===== src/hwd_defs.svh =====
// hwd_defs.svh: register offsets, field positions, characters and
// timing for the host watchdog command handler.
// assumes: included by bare name; definitions only.
`ifndef HWD_DEFS_SVH
`define HWD_DEFS_SVH
`define CTRL_OFS      12'h000
`define STAT_OFS      12'h004
`define TIME_OFS      12'h008
`define LINK_OFS      12'h00c
`define CTRL_SUM_BIT  8
`define CTRL_SAFE_BIT 9
`define CTRL_DOUT_BIT 10
`define RST_MOD_ADDR  8'h01
`define ST_TO_BIT     2
`define ST_EN_BIT     7
`define CLK_NS        4
`define MS_NS         1000000
`define TENTH_NS      100000000
`define TENTH_LAST    4'h9
`define MAX_DELAY_MS  8'h1e
`define MAX_WIN_S     8'h3c
`define CH_TILDE      8'h7e
`define CH_PCT        8'h25
`define CH_CR         8'h0d
`define CH_OK         8'h21
`define CH_BAD        8'h3f
`define CH_R          8'h52
`define CH_D          8'h44
`define CH_T          8'h54
`define CH_I          8'h49
`define CH_0          8'h30
`define CH_1          8'h31
`define CH_2          8'h32
`define CH_3          8'h33
`endif


===== src/hwd_pkg.sv =====
// hwd_pkg: state types of the command handler.
// assumes: compiled before every file that names it.
package hwd_pkg;
    typedef enum logic [3:0] {
        P_IDLE = 4'b0001,
        P_EXEC = 4'b0010,
        P_WAIT = 4'b0100,
        P_SEND = 4'b1000
    } parse_st_t;
    typedef enum logic [1:0] {
        T_IDLE = 2'b01,
        T_RUN  = 2'b10
    } tx_st_t;
endpackage


===== src/reply_if.sv =====
// reply_if: reply request from the parser to the reply sender.
// assumes: both ends on the same clock.
`timescale 1ns/1ps
`default_nettype none
interface reply_if;
    logic        req;
    logic        ok;
    logic [7:0]  addr;
    logic [1:0]  ndig;
    logic [11:0] data;
    logic        sum_en;
    logic        busy;
    modport src (output req, ok, addr, ndig, data, sum_en,
                 input busy);
    modport snk (input req, ok, addr, ndig, data, sum_en,
                 output busy);
endinterface
`default_nettype wire


===== src/reply_tx.sv =====
// reply_tx: turns a reply request into lead, address, data digits,
// optional sum and carriage return.
// assumes: the byte sink holds tx_ready low to stall.
`timescale 1ns/1ps
`default_nettype none
`include "hwd_defs.svh"
module reply_tx (
    // clock and reset
    input  wire logic       clk,
    input  wire logic       reset_n,
    // request from the parser
    reply_if.snk            rep,
    // byte stream out
    output var  logic       tx_valid,
    output var  logic [7:0] tx_data,
    input  wire logic       tx_ready
);
    hwd_pkg::tx_st_t st_reg;
    logic        ok_reg, sen_reg, vld_reg;
    logic [1:0]  nd_reg;
    logic [11:0] data_reg;
    logic [7:0]  addr_reg, sum_reg, dat_reg;
    logic [3:0]  idx_reg;

    function automatic logic [7:0] hexc(input logic [3:0] n);
        return (n < 4'ha) ? {4'h3, n} : 8'h37 + {4'h0, n};
    endfunction

    wire [3:0] nd4    = {2'b00, nd_reg};
    wire       in_dig = idx_reg >= 4'd3 && idx_reg < 4'd3 + nd4;
    wire       s_hi   = sen_reg && idx_reg == 4'd3 + nd4;
    wire       s_lo   = sen_reg && idx_reg == 4'd4 + nd4;
    wire [1:0] nsel   = 2'(nd4 - 4'd1 - (idx_reg - 4'd3));
    wire [11:0] nsh   = data_reg >> {nsel, 2'b00};
    wire [7:0] cur    =
        idx_reg == 4'd0 ? (ok_reg ? `CH_OK : `CH_BAD) :
        idx_reg == 4'd1 ? hexc(addr_reg[7:4]) :
        idx_reg == 4'd2 ? hexc(addr_reg[3:0]) :
        in_dig ? hexc(nsh[3:0]) :
        s_hi ? hexc(sum_reg[7:4]) :
        s_lo ? hexc(sum_reg[3:0]) : `CH_CR;
    wire load  = st_reg == hwd_pkg::T_RUN && (!vld_reg || tx_ready);
    wire start = rep.req && st_reg == hwd_pkg::T_IDLE && !vld_reg;

    assign rep.busy = st_reg == hwd_pkg::T_RUN || vld_reg;
    assign tx_valid = vld_reg;
    assign tx_data  = dat_reg;

    always_ff @(posedge clk or negedge reset_n) begin
        if (!reset_n) begin
            st_reg   <= hwd_pkg::T_IDLE;
            {ok_reg, sen_reg, nd_reg} <= 4'h0;
            data_reg <= 12'h000;
            addr_reg <= 8'h00;
            idx_reg  <= 4'h0;
            sum_reg  <= 8'h00;
        end else if (start) begin
            st_reg   <= hwd_pkg::T_RUN;
            {ok_reg, sen_reg, nd_reg} <= {rep.ok, rep.sum_en, rep.ndig};
            data_reg <= rep.data;
            addr_reg <= rep.addr;
            idx_reg  <= 4'h0;
            sum_reg  <= 8'h00;
        end else if (load) begin
            idx_reg <= idx_reg + 4'h1;
            if (idx_reg < 4'd3 + nd4) sum_reg <= sum_reg + cur;
            if (cur == `CH_CR) st_reg <= hwd_pkg::T_IDLE;
        end
    end

    always_ff @(posedge clk or negedge reset_n) begin
        if (!reset_n) begin
            vld_reg <= 1'b0;
            dat_reg <= 8'h00;
        end else if (load) begin
            vld_reg <= 1'b1;
            dat_reg <= cur;
        end else if (tx_ready) begin
            vld_reg <= 1'b0;
        end
    end
endmodule
`default_nettype wire


===== src/host_watchdog_command_handler.sv =====
// host_watchdog_command_handler: parses tilde and percent frames,
// keeps reply delay, init window and host watchdog, answers frames.
// assumes: rx bytes come from a receiver on clk; APB on clk.
//
// Design decisions made here: the APB register port and the register addresses.
`timescale 1ns/1ps
`default_nettype none
`include "hwd_defs.svh"
module host_watchdog_command_handler #(
    parameter int MS_CYC    = `MS_NS / `CLK_NS,
    parameter int TENTH_CYC = `TENTH_NS / `CLK_NS,
    parameter int BUF_LEN   = 12
) (
    // clock and reset
    input  wire logic        clk,
    input  wire logic        reset_n,
    // apb slave
    input  wire logic        psel,
    input  wire logic        penable,
    input  wire logic        pwrite,
    input  wire logic [11:0] paddr,
    input  wire logic [31:0] pwdata,
    output var  logic [31:0] prdata,
    output var  logic        pready,
    output var  logic        pslverr,
    // command bytes in
    input  wire logic        rx_valid,
    input  wire logic [7:0]  rx_data,
    input  wire logic        rx_err,
    // reply bytes out
    output var  logic        tx_valid,
    output var  logic [7:0]  tx_data,
    input  wire logic        tx_ready,
    // output pin and flag storage
    output var  logic        dout,
    output var  logic        wdog_to_nv,
    input  wire logic        wdog_to_nv_in
);
    localparam int CW = $clog2(BUF_LEN + 1);
    localparam int MW = $clog2(MS_CYC);
    localparam int TW = $clog2(TENTH_CYC);

    hwd_pkg::parse_st_t state_reg, state_next;
    reply_if rep ();

    logic [7:0]    buf_mem [BUF_LEN];
    logic [CW-1:0] cnt_reg;
    logic          col_reg, bad_reg;
    logic [7:0]    my_addr_reg, delay_reg, win_s_reg, init_left_reg;
    logic          sum_en_reg, safe_reg, dout_reg;
    logic          wd_en_reg, to_reg, init_act_reg, win_set_reg;
    logic [7:0]    wd_val_reg, wd_cnt_reg, baud_reg, fmt_reg;
    logic [7:0]    ms_left_reg;
    logic [MW-1:0] ms_cyc_reg;
    logic [TW-1:0] tp_cnt_reg;
    logic [3:0]    sec_sub_reg;
    logic          rep_ok_reg;
    logic [1:0]    rep_nd_reg, boot_reg;
    logic [11:0]   rep_data_reg;
    logic          nv_s1_reg, nv_s2_reg;
    logic [31:0]   prdata_reg;

    function automatic logic [4:0] hexv(input logic [7:0] c);
        logic [7:0] l;
        l = c | 8'h20;
        if (c >= 8'h30 && c <= 8'h39) return {1'b1, c[3:0]};
        if (l >= 8'h61 && l <= 8'h66) return {1'b1, c[3:0] + 4'h9};
        return 5'h00;
    endfunction

    // apb slave: zero wait states, error on unmapped word
    wire hit_ctrl = paddr == `CTRL_OFS;
    wire hit_stat = paddr == `STAT_OFS;
    wire hit_time = paddr == `TIME_OFS;
    wire hit_link = paddr == `LINK_OFS;
    wire mapped   = hit_ctrl | hit_stat | hit_time | hit_link;
    wire apb_wr   = psel & penable & pwrite & hit_ctrl;
    wire [31:0] ctrl_rd = {21'h0, dout_reg, safe_reg, sum_en_reg,
                           my_addr_reg};
    wire [31:0] stat_rd = {16'h0, wd_val_reg, 4'h0, win_set_reg,
                           init_act_reg, to_reg, wd_en_reg};
    wire [31:0] rd_mux  = hit_ctrl ? ctrl_rd : hit_stat ? stat_rd :
                          hit_time ? {16'h0, win_s_reg, delay_reg} :
                          hit_link ? {16'h0, fmt_reg, baud_reg} : 32'h0;
    assign pready  = 1'b1;
    assign pslverr = psel & penable & ~mapped;
    assign prdata  = prdata_reg;

    always_ff @(posedge clk or negedge reset_n) begin
        if (!reset_n) prdata_reg <= 32'h0;
        else if (psel && !penable && !pwrite) prdata_reg <= rd_mux;
    end

    // frame collection
    wire rx_take  = rx_valid && state_reg == hwd_pkg::P_IDLE;
    wire rx_lead  = rx_data == `CH_TILDE || rx_data == `CH_PCT;
    wire is_cr    = rx_data == `CH_CR;
    wire buf_full = cnt_reg == CW'(BUF_LEN);
    wire rx_end   = rx_take && !rx_lead && col_reg && is_cr;
    wire buf_we   = rx_take && (rx_lead || (col_reg && !is_cr &&
                    !buf_full));
    wire [CW-1:0] wr_idx = rx_lead ? CW'(0) : cnt_reg;

    always_ff @(posedge clk) begin
        if (buf_we) buf_mem[wr_idx] <= rx_data;
    end

    always_ff @(posedge clk or negedge reset_n) begin
        if (!reset_n) begin
            cnt_reg <= '0;
            col_reg <= 1'b0;
            bad_reg <= 1'b0;
        end else if (rx_take && rx_lead) begin
            cnt_reg <= CW'(1);
            col_reg <= 1'b1;
            bad_reg <= rx_err;
        end else if (rx_take && col_reg) begin
            bad_reg <= bad_reg | rx_err | (buf_full & ~is_cr);
            if (is_cr) col_reg <= 1'b0;
            else if (!buf_full) cnt_reg <= cnt_reg + CW'(1);
        end
    end

    // frame decode
    logic [BUF_LEN-1:0] hv;
    logic [3:0]         hn [BUF_LEN];
    for (genvar g = 0; g < BUF_LEN; g++) begin : g_hex
        assign {hv[g], hn[g]} = hexv(buf_mem[g]);
    end

    wire [CW-1:0] bl = sum_en_reg ? cnt_reg - CW'(2) : cnt_reg;
    logic [7:0] calc_sum;
    always_comb begin
        calc_sum = 8'h00;
        for (int i = 0; i < BUF_LEN; i++) begin
            if (CW'(i) < bl) calc_sum = calc_sum + buf_mem[i];
        end
    end
    wire sum_ok = !sum_en_reg || (cnt_reg >= CW'(5) && hv[bl] &&
                  hv[bl + CW'(1)] &&
                  {hn[bl], hn[bl + CW'(1)]} == calc_sum);
    wire [7:0] c3 = buf_mem[3];
    wire [7:0] b4 = buf_mem[4];
    wire tld   = buf_mem[0] == `CH_TILDE;
    wire addr_ok = hv[1] & hv[2] &
                   ({hn[1], hn[2]} == my_addr_reg);
    wire frame_ok = !bad_reg && sum_ok && bl >= CW'(4) && addr_ok;
    wire rd_cmd = tld && c3 == `CH_R && b4 == `CH_D;
    wire m_rd_rd  = rd_cmd && bl == CW'(5);
    wire m_rd_set = rd_cmd && bl == CW'(7) && hv[5] && hv[6];
    wire m_win  = tld && bl == CW'(6) && c3 == `CH_T && hv[4] && hv[5];
    wire m_init = tld && bl == CW'(4) && c3 == `CH_I;
    wire m_st   = tld && bl == CW'(4) && c3 == `CH_0;
    wire m_clr  = tld && bl == CW'(4) && c3 == `CH_1;
    wire m_to   = tld && bl == CW'(4) && c3 == `CH_2;
    wire m_cfg  = tld && bl == CW'(7) && c3 == `CH_3 &&
                  (b4 == `CH_0 || b4 == `CH_1) && hv[5] && hv[6];
    wire m_link = buf_mem[0] == `CH_PCT && bl == CW'(11) &&
                  &hv[10:3];
    wire known  = m_rd_rd | m_rd_set | m_win | m_init | m_st | m_clr |
                  m_to | m_cfg | m_link;
    wire exec   = state_reg == hwd_pkg::P_EXEC;
    wire take   = exec && frame_ok && known;
    wire [7:0] val56 = {hn[5], hn[6]};
    wire [7:0] val45 = {hn[4], hn[5]};
    wire ok_w = m_rd_set ? val56 <= `MAX_DELAY_MS :
                m_win ? val45 <= `MAX_WIN_S :
                m_link ? init_act_reg & win_set_reg :
                1'b1;
    wire acc  = take && ok_w;
    // a cleared status with the watchdog off reads as 00
    wire [7:0] st_byte = (8'(wd_en_reg) << `ST_EN_BIT) |
                         (8'(to_reg) << `ST_TO_BIT);
    wire [1:0] nd_w = (m_rd_rd | m_st) ? 2'd2 : m_to ? 2'd3 : 2'd0;
    wire [11:0] data_w =
        m_rd_rd ? {4'h0, delay_reg} :
        m_st ? {4'h0, st_byte} :
        {3'h0, wd_en_reg, wd_val_reg};

    // time base: tenths of a second and seconds
    wire tenth_tick = tp_cnt_reg == TW'(TENTH_CYC - 1);
    wire sec_tick   = tenth_tick && sec_sub_reg == `TENTH_LAST;
    wire wd_fire    = wd_en_reg && !take && tenth_tick &&
                      wd_cnt_reg + 8'h01 == wd_val_reg;
    wire boot_load  = boot_reg == 2'd2;

    always_ff @(posedge clk or negedge reset_n) begin
        if (!reset_n) begin
            tp_cnt_reg  <= '0;
            sec_sub_reg <= 4'h0;
        end else if (tenth_tick) begin
            tp_cnt_reg  <= '0;
            sec_sub_reg <= sec_tick ? 4'h0 : sec_sub_reg + 4'h1;
        end else begin
            tp_cnt_reg <= tp_cnt_reg + TW'(1);
        end
    end

    // host watchdog; the flag is restored from storage after reset
    always_ff @(posedge clk or negedge reset_n) begin
        if (!reset_n) begin
            nv_s1_reg <= 1'b0;
            nv_s2_reg <= 1'b0;
            boot_reg  <= 2'd0;
        end else begin
            nv_s1_reg <= wdog_to_nv_in;
            nv_s2_reg <= nv_s1_reg;
            if (boot_reg != 2'd3) boot_reg <= boot_reg + 2'd1;
        end
    end

    always_ff @(posedge clk or negedge reset_n) begin
        if (!reset_n) to_reg <= 1'b0;
        else if (boot_load) to_reg <= nv_s2_reg | wd_fire;
        else if (wd_fire) to_reg <= 1'b1;   // set beats clear
        else if (acc && m_clr) to_reg <= 1'b0;
    end

    always_ff @(posedge clk or negedge reset_n) begin
        if (!reset_n) begin
            wd_en_reg  <= 1'b0;
            wd_val_reg <= 8'h00;
            wd_cnt_reg <= 8'h00;
        end else begin
            if (take || !wd_en_reg) wd_cnt_reg <= 8'h00;
            else if (tenth_tick) wd_cnt_reg <= wd_cnt_reg + 8'h01;
            if (wd_fire) wd_en_reg <= 1'b0;
            else if (acc && m_cfg) begin
                wd_en_reg  <= b4[0];
                wd_val_reg <= val56;
            end
        end
    end

    // software settings; a timeout overrides the output level
    always_ff @(posedge clk or negedge reset_n) begin
        if (!reset_n) begin
            my_addr_reg <= `RST_MOD_ADDR;
            sum_en_reg  <= 1'b0;
            safe_reg    <= 1'b0;
            dout_reg    <= 1'b0;
        end else begin
            if (apb_wr) begin
                my_addr_reg <= pwdata[7:0];
                sum_en_reg  <= pwdata[`CTRL_SUM_BIT];
                safe_reg    <= pwdata[`CTRL_SAFE_BIT];
            end
            if (wd_fire) dout_reg <= safe_reg;
            else if (apb_wr) dout_reg <= pwdata[`CTRL_DOUT_BIT];
        end
    end
    assign dout       = dout_reg;
    assign wdog_to_nv = to_reg;

    // delay, init window and link settings
    always_ff @(posedge clk or negedge reset_n) begin
        if (!reset_n) begin
            delay_reg     <= 8'h00;
            win_s_reg     <= 8'h00;
            win_set_reg   <= 1'b0;
            init_act_reg  <= 1'b0;
            init_left_reg <= 8'h00;
            baud_reg      <= 8'h00;
            fmt_reg       <= 8'h00;
        end else begin
            if (acc && m_rd_set) delay_reg <= val56;
            if (acc && m_win) begin
                win_s_reg   <= val45;
                win_set_reg <= 1'b1;
            end
            if (acc && m_init) begin
                init_act_reg  <= 1'b1;
                init_left_reg <= win_s_reg;
            end else if (sec_tick && init_act_reg) begin
                if (init_left_reg == 8'h00) init_act_reg <= 1'b0;
                else init_left_reg <= init_left_reg - 8'h01;
            end
            if (acc && m_link) begin
                baud_reg <= {hn[7], hn[8]};
                fmt_reg  <= {hn[9], hn[10]};
            end
        end
    end

    // reply scheduling
    wire rep_req = state_reg == hwd_pkg::P_WAIT && ms_left_reg == 8'h00
                   && !rep.busy;

    always_comb begin
        state_next = state_reg;
        case (state_reg)
            hwd_pkg::P_IDLE: if (rx_end) state_next = hwd_pkg::P_EXEC;
            hwd_pkg::P_EXEC: begin
                state_next = take ? hwd_pkg::P_WAIT : hwd_pkg::P_IDLE;
            end
            hwd_pkg::P_WAIT: if (rep_req) state_next = hwd_pkg::P_SEND;
            hwd_pkg::P_SEND: if (!rep.busy) state_next = hwd_pkg::P_IDLE;
            default: state_next = hwd_pkg::P_IDLE;
        endcase
    end

    always_ff @(posedge clk or negedge reset_n) begin
        if (!reset_n) begin
            state_reg    <= hwd_pkg::P_IDLE;
            rep_ok_reg   <= 1'b0;
            rep_nd_reg   <= 2'd0;
            rep_data_reg <= 12'h000;
        end else begin
            state_reg <= state_next;
            if (exec) begin
                rep_ok_reg   <= ok_w;
                rep_nd_reg   <= ok_w ? nd_w : 2'd0;
                rep_data_reg <= data_w;
            end
        end
    end

    always_ff @(posedge clk or negedge reset_n) begin
        if (!reset_n) begin
            ms_left_reg <= 8'h00;
            ms_cyc_reg  <= '0;
        end else if (exec) begin
            ms_left_reg <= delay_reg;
            ms_cyc_reg  <= '0;
        end else if (state_reg == hwd_pkg::P_WAIT &&
                     ms_left_reg != 8'h00) begin
            if (ms_cyc_reg == MW'(MS_CYC - 1)) begin
                ms_cyc_reg  <= '0;
                ms_left_reg <= ms_left_reg - 8'h01;
            end else begin
                ms_cyc_reg <= ms_cyc_reg + MW'(1);
            end
        end
    end

    assign rep.req    = rep_req;
    assign rep.ok     = rep_ok_reg;
    assign rep.addr   = my_addr_reg;
    assign rep.ndig   = rep_nd_reg;
    assign rep.data   = rep_data_reg;
    assign rep.sum_en = sum_en_reg;

    reply_tx u_tx (
        .clk      (clk),
        .reset_n  (reset_n),
        .rep      (rep.snk),
        .tx_valid (tx_valid),
        .tx_data  (tx_data),
        .tx_ready (tx_ready)
    );
endmodule
`default_nettype wire


===== config.mk =====
export PLATFORM = sky130hd
export DESIGN_NAME = host_watchdog_command_handler
export DESIGN_NICKNAME = d
export VERILOG_FILES = /design/src/hwd_pkg.sv /design/src/reply_if.sv /design/src/reply_tx.sv /design/src/host_watchdog_command_handler.sv
export VERILOG_INCLUDE_DIRS = /design/src /design/src/src
export SDC_FILE = /design/constraint.sdc
export NUM_CORES = 1
export LEC_CHECK = 0
export BUFFER_PORTS_ARGS = -buffer_cell sky130_fd_sc_hd__buf_2
export CORE_MARGIN = 2
export CORE_UTILIZATION = 42
export DETAILED_ROUTE_END_ITERATION = 6
export PLACE_DENSITY = 0.56
export SLEW_MARGIN = 20
export SYNTH_ARGS = -nofsm -noshare
export SYNTH_HDL_FRONTEND = slang
export SYNTH_SLANG_ARGS = --single-unit

===== constraint.sdc =====
create_clock -name clk -period 20.5 [get_ports clk]
set_input_delay 2.05 -clock clk [delete_from_list [all_inputs] [get_ports clk]]
set_output_delay 2.05 -clock clk [all_outputs]
set_load 0.01 [all_outputs]

# Word-level counts from Yosys, hierarchy flattened
# Memories as Yosys holds them, arrays and structs flattened.
# Index checks and enable logic that the tools add are counted.
# word_totals
ff_bits,234
ram_bits,96
input_bits,61
wordCells,554
memories,1
# mem_list
name,words,word_bits,rd,rd_clocked_by_memory_dff,write_ports,line_no,text
buf_mem,12,8,12,0,1,host_watchdog_command_handler.sv:46,logic [7:0] buf_mem [BUF_LEN];
# classes
n_addsub,45
n_lt_le_gt_ge,75
n_eq_ne,49
shifts,1
mux,181
n_bitwise,29
n_reduce_logical,133
# ops
op,n
8-bit two-way mux,34
5-bit two-way mux,49
"8-bit by 6-bit less-or-equal comparator with 1-bit output, second input constant",13
8-bit adder,12
"8-bit by 6-bit >= comparator with 1-bit output, second input constant",12
"8-bit by 7-bit >= comparator with 1-bit output, second input constant",12
"8-bit by 7-bit less-or-equal comparator with 1-bit output, second input constant",12
1-bit logical AND,86
"8-bit by 6-bit equality test with 1-bit output, second input constant",8
16-bit two-way mux,4
4-bit two-way mux,16
1-bit two-way mux,60
18-bit two-way mux,3
"4-bit adder, second input constant",12
"8-bit by 7-bit equality test with 1-bit output, second input constant",6
"6-bit by 4-bit adder with 7-bit output, first input constant",5
4-bit binary-select mux with 4-bit select,2
2-bit nonzero test,13
"25-bit by 1-bit adder with 25-bit output, second input constant",1
"25-bit equality test, second input constant",1
25-bit two-way mux,1
"12-bit by 4-bit equality test with 1-bit output, second input constant",2
8-bit equality test,3
"4-bit by 3-bit equality test with 1-bit output, second input constant",5
other kinds (55),141

# Logic depth before layout (Yosys ltp)
# Gate-level depths: netlist of run 1.
# depth
word_depth,40
depth_mapped,69
depth_no_buf,63

# Modules after synthesis
# From an unflattened synthesis of run 1, not the netlist that was laid out.
# unflattened
hier_cells,2484
area_unflattened_um2,23048.4
# by_module_without_submodules
module,n_inst,cells_per_inst,area_each_um2,seq_area_each_um2
host_watchdog_command_handler,1,2092,19819.0,7089.3
reply_tx,1,392,3229.3,1152.4

# Worst setup path after synthesis of run 1
# Ideal clock, no wire load.
# synth_timing
path_kind,register -> register
start,register cnt_reg[1]
end,register baud_reg[0]
setup_ps,125
arrival_time_ps,14032
required_ps,20375
slack_ps,6342
path_stages_with_launch,68
path_buffers,5
synth_period_minus_slack_ps,14158
path_cell_list,dfrtp_1 clkbuf_1 clkbuf_1 inv_1 ha_1 nor4bb_1 or3_1 clkbuf_1 clkbuf_1 a21oi_1 ha_1 fa_1 a211oi_1 o21bai_1 nor3b_1 or2_2 ha_1 o21ai_0 [32 not listed] ha_1 xor2_1 nor2_1 a21oi_1 ha_1 and3_1 a2111oi_0 mux2i_1 a31oi_1 o211ai_1 a211oi_1 nor2_1 xnor2_1 a21oi_1 a41oi_4 nor3_4 buf_8 mux2_4
# synth_between
elab_chain_cells,36
# synth_rtl
item,line_no,text
"start, declared",host_watchdog_command_handler.sv:47,logic [CW-1:0] cnt_reg;
"start signal, assigned",host_watchdog_command_handler.sv:120,else if (!buf_full) cnt_reg <= cnt_reg + CW'(1);
4-bit by 2-bit subtractor with 4-bit output,host_watchdog_command_handler.sv:131,wire [CW-1:0] bl = sum_en_reg ? cnt_reg - CW'(2) : cnt_reg;
4-bit two-way mux,host_watchdog_command_handler.sv:131,
1-bit by 4-bit less-than comparator with 1-bit output,host_watchdog_command_handler.sv:136,if (CW'(i) < bl) calc_sum = calc_sum + buf_mem[i];
8-bit two-way mux,host_watchdog_command_handler.sv:136,
8-bit adder,host_watchdog_command_handler.sv:136,
8-bit two-way mux,host_watchdog_command_handler.sv:136,
8-bit adder,host_watchdog_command_handler.sv:136,
8-bit two-way mux,host_watchdog_command_handler.sv:136,
[17 not listed],-,
8-bit two-way mux,host_watchdog_command_handler.sv:136,
8-bit equality test,host_watchdog_command_handler.sv:141,"{hn[bl], hn[bl + CW'(1)]} == calc_sum);"
1-bit logical AND,host_watchdog_command_handler.sv:140,hv[bl + CW'(1)] &&
1-bit logical OR,host_watchdog_command_handler.sv:139,wire sum_ok = !sum_en_reg || (cnt_reg >= CW'(5) && hv[bl] &&
1-bit logical AND (3 in series),host_watchdog_command_handler.sv:147,wire frame_ok = !bad_reg && sum_ok && bl >= CW'(4) && addr_ok;
1-bit logical AND (2 in series),host_watchdog_command_handler.sv:163,wire take = exec && frame_ok && known;
1-bit logical AND,host_watchdog_command_handler.sv:170,wire acc = take && ok_w;
1-bit logical AND *,host_watchdog_command_handler.sv:278,if (acc && m_link) begin
"end signal, assigned",host_watchdog_command_handler.sv:279,"baud_reg <= {hn[7], hn[8]};"
"end, declared",host_watchdog_command_handler.sv:52,"logic [7:0] wd_val_reg, wd_cnt_reg, baud_reg, fmt_reg;"
# Mark *: on every way between the ends. The rest lies on a longest branch, timed or not. The select of a mux whose other input is x is not followed.
# A chain may end at the register's enable or synchronous reset.

# Worst setup path after layout of run 1
# layout_timing
start,register cnt_reg[2]
end,register fmt_reg[4]
# layout_between
elab_chain_cells,36
# layout_rtl
item,line_no,text
4-bit by 2-bit subtractor with 4-bit output,host_watchdog_command_handler.sv:131,
4-bit two-way mux,host_watchdog_command_handler.sv:131,
1-bit by 4-bit less-than comparator with 1-bit output,host_watchdog_command_handler.sv:136,
8-bit two-way mux,host_watchdog_command_handler.sv:136,
8-bit adder,host_watchdog_command_handler.sv:136,
8-bit two-way mux,host_watchdog_command_handler.sv:136,
8-bit adder,host_watchdog_command_handler.sv:136,
8-bit two-way mux,host_watchdog_command_handler.sv:136,
[17 not listed],-,
8-bit two-way mux,host_watchdog_command_handler.sv:136,
8-bit equality test,host_watchdog_command_handler.sv:141,
1-bit logical AND,host_watchdog_command_handler.sv:140,
1-bit logical OR,host_watchdog_command_handler.sv:139,
1-bit logical AND (3 in series),host_watchdog_command_handler.sv:147,
1-bit logical AND (2 in series),host_watchdog_command_handler.sv:163,
1-bit logical AND,host_watchdog_command_handler.sv:170,
1-bit logical AND *,host_watchdog_command_handler.sv:278,
"end signal, assigned",host_watchdog_command_handler.sv:280,"fmt_reg <= {hn[9], hn[10]};"
"end, declared",host_watchdog_command_handler.sv:52,
# Marked as above.

==> results of run 1 <==
==> synthesized netlist by cell type (18+ instances only) <==
master    count  share of area [%]
o21ai_0     128                2.8
inv_1        94                1.5
nor2_1      224                3.7
nand2_1     235                3.9
a31oi_1      29               0.79
nor2b_1      35               0.96
nand4_1      31               0.85
xnor2_1      82                3.1
o31ai_1      21               0.69
and3_1       34               0.93
ha_1        167                9.1
clkbuf_1     60               0.98
mux4_2       18                1.8
a21o_1       51                1.7
o22ai_1      33               0.90
nor3_1       45               0.98
nand2b_1     32               0.87
a211oi_1     22               0.72
nor3b_1      18               0.59
edfxtp_1     96                 13
nand3_1      71                1.6
dfrtp_1     208                 23
xor2_1       78                3.0
mux2_2       92                4.5
mux2i_1      28                1.2
a21oi_1     133                2.9
buf_4        18               0.59
==> worst max-delay path: cells and delay by family (launching register included) <==
family          cells  cell delay (ns)
buf+inv             2             0.29
xor+xnor            7             1.45
fa+ha+maj          13             4.69
simple gates       22             4.84
compound gates     16             4.52
flops               1             0.77
mux                 2             0.57
==> logic make-up after synthesis <==
family          count (synthesis)  share of synthesized area, %
mux                           146                          8.05
xor+xnor                      164                          6.52
other cells                     2                        0.0328
buf+inv                       190                          3.50
fa+ha+maj                     179                          10.2
simple gates                  859                          19.1
compound gates                585                          16.9
flops                         307                          35.7
==> routing by layer <==
metal	wire length (um)	GRT usage, %
met2	31300	39.2
met1	30600	32.6
met4	2760	10.1
met3	3830	3.30
met5	0	0
==> per-stage QoR <==
step | cell area (um^2) | total power [uW] | utilization [%] | worst slack, ns
global route | 25200 | 5000 | 46.9 | 1.94
finish | 25200 | 4610 | 46.9 | 3.16
global placement | 24000 | 3840 | 44.5 | 3.62
detailed placement | 24000 | 3890 | 44.5 | 3.34
floorplan | 23000 | 3180 | - | 6.34
CTS | 25200 | 4600 | 46.9 | 3.30
==> layout make-up <==
cell class | instances | area [um^2] | area share, %
Tap cell | 696 | 871 | 3.45
Clock buffer | 52 | 1090 | 4.34
Sequential cell | 307 | 8170 | 32.4
Clock inverter | 18 | 158 | 0.625
Timing Repair Buffer | 97 | 573 | 2.27
Multi-Input combinational cell | 1951 | 14000 | 55.5
Inverter | 95 | 357 | 1.41
==> report_power, final <==
part / total [uW] / internal (uW) / switching [uW] / leakage [uW]
Sequential: 653 / 641 / 11.6 / 0.00375
Clock: 674 / 392 / 282 / 0.000627
Combinational: 3280 / 1370 / 1920 / 0.00666
==> worst min-delay path by stage <==
stage,cells past startpoint,slack (ns),endpoint
after global placement,0,0.35,nv_s2_reg
after detailed placement,0,0.34,nv_s2_reg
final,0,0.37,nv_s2_reg
after floorplan,0,0.33,nv_s2_reg
after global routing,0,0.39,nv_s2_reg
after CTS,0,0.38,nv_s2_reg
==> metrics.txt, run 1 <==
GPL Wtd Cong 0.961; hold path start nv_s1_reg; critical path class register to register; Worst R2R Start cnt_reg[2]; max_cap viols 0; Max IR drop VDD 163 uV; number of diodes 0; GR Util All Layers 24.2%; period utilization 84.6%; max incr delay on CP 0.90 ns; Post-Syn Instances 2432; hold-fix buffers at CTS 0; Setup TNS 0 ns; most frequent cells in the layout nand2_1 (235), nor2_1 (223), dfrtp_1 (208), ha_1 (167), a21oi_1 (133); RSZ-0062 raised after global routing false; Worst Path Max Fanout 19; Syn. warnings 0; initial core utilization 42.5%; CP startpoint cnt_reg[2]; first-pass GRT wire length 105000 um; Chip Height 237 um; FILL cells 5103; setup violators final 0; startpoint types register; DR vias 19000; Boundary Pins 106; die area 56400 um^2; antenna violations before repair 1; Final nets 2731; core area 53800 um^2; HPWL Detailed 52100 um; Reg clk slew, reported paths 0.06 ns; status complete, no violations; Clock Root Buffer clkbuf_16; Avg Vias per Cell 5.90; maximum clock insertion buffer count 3; vias in the first global route 18300; flops & latches, synth 307; Critical-path top delay cell a2111oi_0; largest net degree at the start of global routing 78; area delta synth->final 10.2%; Hold Path Class register to register; Critical Path RT 20.96 ns; Period minus WS final 17.34 ns; max reg flops 96; Final Hold Fails 0; post-CTS sizing 0; synthesized cell area 22900 um^2; most common flop cell mapped by yosys dfrtp_1; distinct cell type count after synthesis 94; Worst Setup EP fmt_reg[4]; Data arrival, critical path 17.80 ns; Total Routed Length 68500 um; Crit. End Element register; DR DRC count 0; antenna viol nets, final 0; Clk Latency, worst-skew pair 0.59 ns; TritonCTS clock tree yes; Non-Filler Instances 3216; Worst R2R Path Depth 62; syn_area_per_cell 9.41 um^2; initial DRC count 1455; total CTS buffers 39; Clock Sinks 307; most frequent CP cell ha_1; Slew Limit Fails 0; Synth async-reset ratio 68.7%; Seq/Total Area, Yosys 35.7%; fmax 57.7 MHz; placed cells 3146; # Post-CTS Setup Buffers 0; 1st-pass router iterations 5; worst slew pin tran 1.14 ns; num rows 85; grt total ovfl 0; worst hold slack 0.374 ns; Leak 0.0110 uW; EDFF count, synth 96; share of layout cells above drive strength 1 13.6%; Die W 237 um; Pwr Density 183 nW/um^2; Slew HR 23.6%; buffers added on ports 66; Clock Skew 0.0214 ns; reg-to-reg slack, setup 3.16 ns; Routed wire per std cell 21.3 um; RR Endpoint fmt_reg[4]; most common cell after layout, fill and taps aside nand2_1; H-tree Lvls 2
Power figures use the tool's default switching activity.
==> run 2, diff against run 1 <==
--- a/config.mk
+++ b/config.mk
@@ -10,7 +10,7 @@
 export CORE_MARGIN = 2
 export CORE_UTILIZATION = 42
 export DETAILED_ROUTE_END_ITERATION = 6
-export PLACE_DENSITY = 0.56
+export PLACE_DENSITY = 0.58
 export SLEW_MARGIN = 20
 export SYNTH_ARGS = -nofsm -noshare
 export SYNTH_HDL_FRONTEND = slang
==> constraint.sdc (replaced) <==
create_clock -name clk -period 15.1 [get_ports clk]
set_input_delay 1.51 -clock clk [delete_from_list [all_inputs] [get_ports clk]]
set_output_delay 1.51 -clock clk [all_outputs]
set_load 0.01 [all_outputs]
==> run 2 against run 1 <==
  * Core utilization is 0.48 points higher
  * Global-route usage is 0.53 points higher
  * Sequential power is 35% higher
  * Via count is 0.90% higher
  * Worst setup slack worse by 2.4 ns
  * Design area is 1.0% higher
  * Combinational power is 45% higher
  * Register-to-register slack worse by 2.4 ns
  * Critical path depth is 2 lower
  * First-iteration DRC count is 3.4% lower
==> metrics.txt, run 2 (synthesis gave the netlist of run 1 again) <==
Slew Limit Fails 0; internal power 3420 uW; DR vias 19100; Worst Path Max Fanout 8; sequential power share 13.5%; vias in the first global route 18700; post-place setup slack 0.00109 ns; Critical-path top delay cell fa_1; Max IR drop VDD 399 uV; Routed wire per std cell 21.7 um; most frequent cells in the layout nand2_1 (235), nor2_1 (222), dfrtp_1 (207), ha_1 (167), a21oi_1 (130); buffers added on ports 66; Leak 0.0111 uW; reg-to-reg slack, setup 0.72 ns; worst slew pin tran 1.07 ns; most common cell after layout, fill and taps aside nand2_1; Clock power frac 14.1%; initial DRC count 1406; first-pass GRT wire length 109000 um; Chip Height 237 um; maximum clock insertion buffer count 3; initial core utilization 42.5%; setup violators final 0; most frequent CP cell fa_1; GPL Wtd Cong 0.908; fmax 69.5 MHz; share of layout cells above drive strength 1 14.7%; H-tree Lvls 2; Worst R2R Path Depth 60; largest net degree at the start of global routing 78; Data arrival, critical path 14.83 ns; Clock Root Buffer clkbuf_16; startpoint types register; GR Util All Layers 24.7%; 1st-pass router iterations 6; Reg clk slew, reported paths 0.06 ns; area delta synth->final 11.3%; Hold Path Class register to register; Sw Share 47.7%; Critical Path RT 15.55 ns; Final nets 2746; fin area 25500 um^2; Avg Vias per Cell 5.92; die area 56400 um^2; num rows 85; Clock Skew 0.0155 ns; max_cap viols 0; antenna violations before repair 0; antenna viol nets, final 0; Clock Sinks 307; Period minus WS final 14.38 ns; worst hold stages 0; DR DRC count 0; Crit. End Element register; max incr delay on CP 0.54 ns; FILL cells 5004; total CTS buffers 38; status complete, no violations; Tot Pwr 6540 uW; period utilization 95.2%; core area 53800 um^2; Slew HR 28.2%; final worst slack 0.719 ns; post-placement cell area 24000 um^2; Final Hold Fails 0; Boundary Pins 106; max reg flops 96; NetSw 3120 uW; critical path class register to register; Pwr Density 257 nW/um^2; Gate power share 72.4%; Layout Utilization 47.4%; Total Routed Length 70100 um; Clk Latency, worst-skew pair 0.57 ns; Die W 237 um; grt total ovfl 0; number of diodes 0; HPWL Detailed 53300 um; TritonCTS clock tree yes; Setup TNS 0 ns
-- run 2: worst paths after layout --
path / to / start
setup / recovery: wd_val_reg[1] / cnt_reg[1]
hold / removal: nv_s2_reg / nv_s1_reg
setup reg to reg: wd_val_reg[1] / cnt_reg[1]
hold reg to reg: nv_s2_reg / nv_s1_reg
max in group asynchronous: rep.sum_en / reset_n
min in group asynchronous: u_tx.tx_data[5] / reset_n
-- run 2: cell type report --
cell class	count	area (um^2)	area share [%]
Timing Repair Buffer	113	709	2.78
Sequential cell	307	8170	32.0
Multi-Input combinational cell	1951	14100	55.4
Tap cell	696	871	3.42
Inverter	95	357	1.40
Clock buffer	56	1140	4.48
Clock inverter	13	128	0.501
-- run 2: power by group through the flow --
stage | clock network, uW | logic [uW] | registers [uW]
2_1_floorplan | 0 | 3430 | 895
3_3_place_gp | 0 | 4420 | 897
4_1_cts | 943 | 4550 | 882
5_1_grt | 980 | 5230 | 882
3_5_place_dp | 0 | 4520 | 897
6_report | 922 | 4740 | 882
-- run 2: metrics by stage --
step                hold slack [ns]  std cells
floorplan                     0.331       2448
global placement              0.344       3155
detailed placement            0.350       3155
CTS                           0.371       3224
global route                  0.386       3231
finish                        0.361       3231
-- run 2: per-layer routing --
| metal | track usage [%] | part of all wire (%) | wire [um] |
|---|---|---|---|
| met5 | 0 | 0 | 0 |
| met4 | 7.76 | 3.0 | 2090 |
| met3 | 3.65 | 6.3 | 4410 |
| met2 | 41.1 | 46 | 32600 |
| met1 | 33.3 | 44 | 31000 |
-- run 2: worst max-delay path: cells and delay by family, from the launching register on --
family	cells	cell delay, ns
AO/OA/AOI/OAI	19	3.84
XOR/XNOR	3	0.54
adder cells (fa/ha/maj)	13	5.41
buffers and inverters	5	0.82
flip-flops	1	0.40
multiplexers	4	0.83
AND/OR/NAND/NOR	16	2.35
-- run 2: repair_timing --
item / CTS / global route
pin swaps: 0 / 6
setup buffers: 0 / 7
hold buffers: 0 / 0
gates cloned: 0 / 0
resized for setup: 1 / 22
setup endpoints to repair: 8 / 63
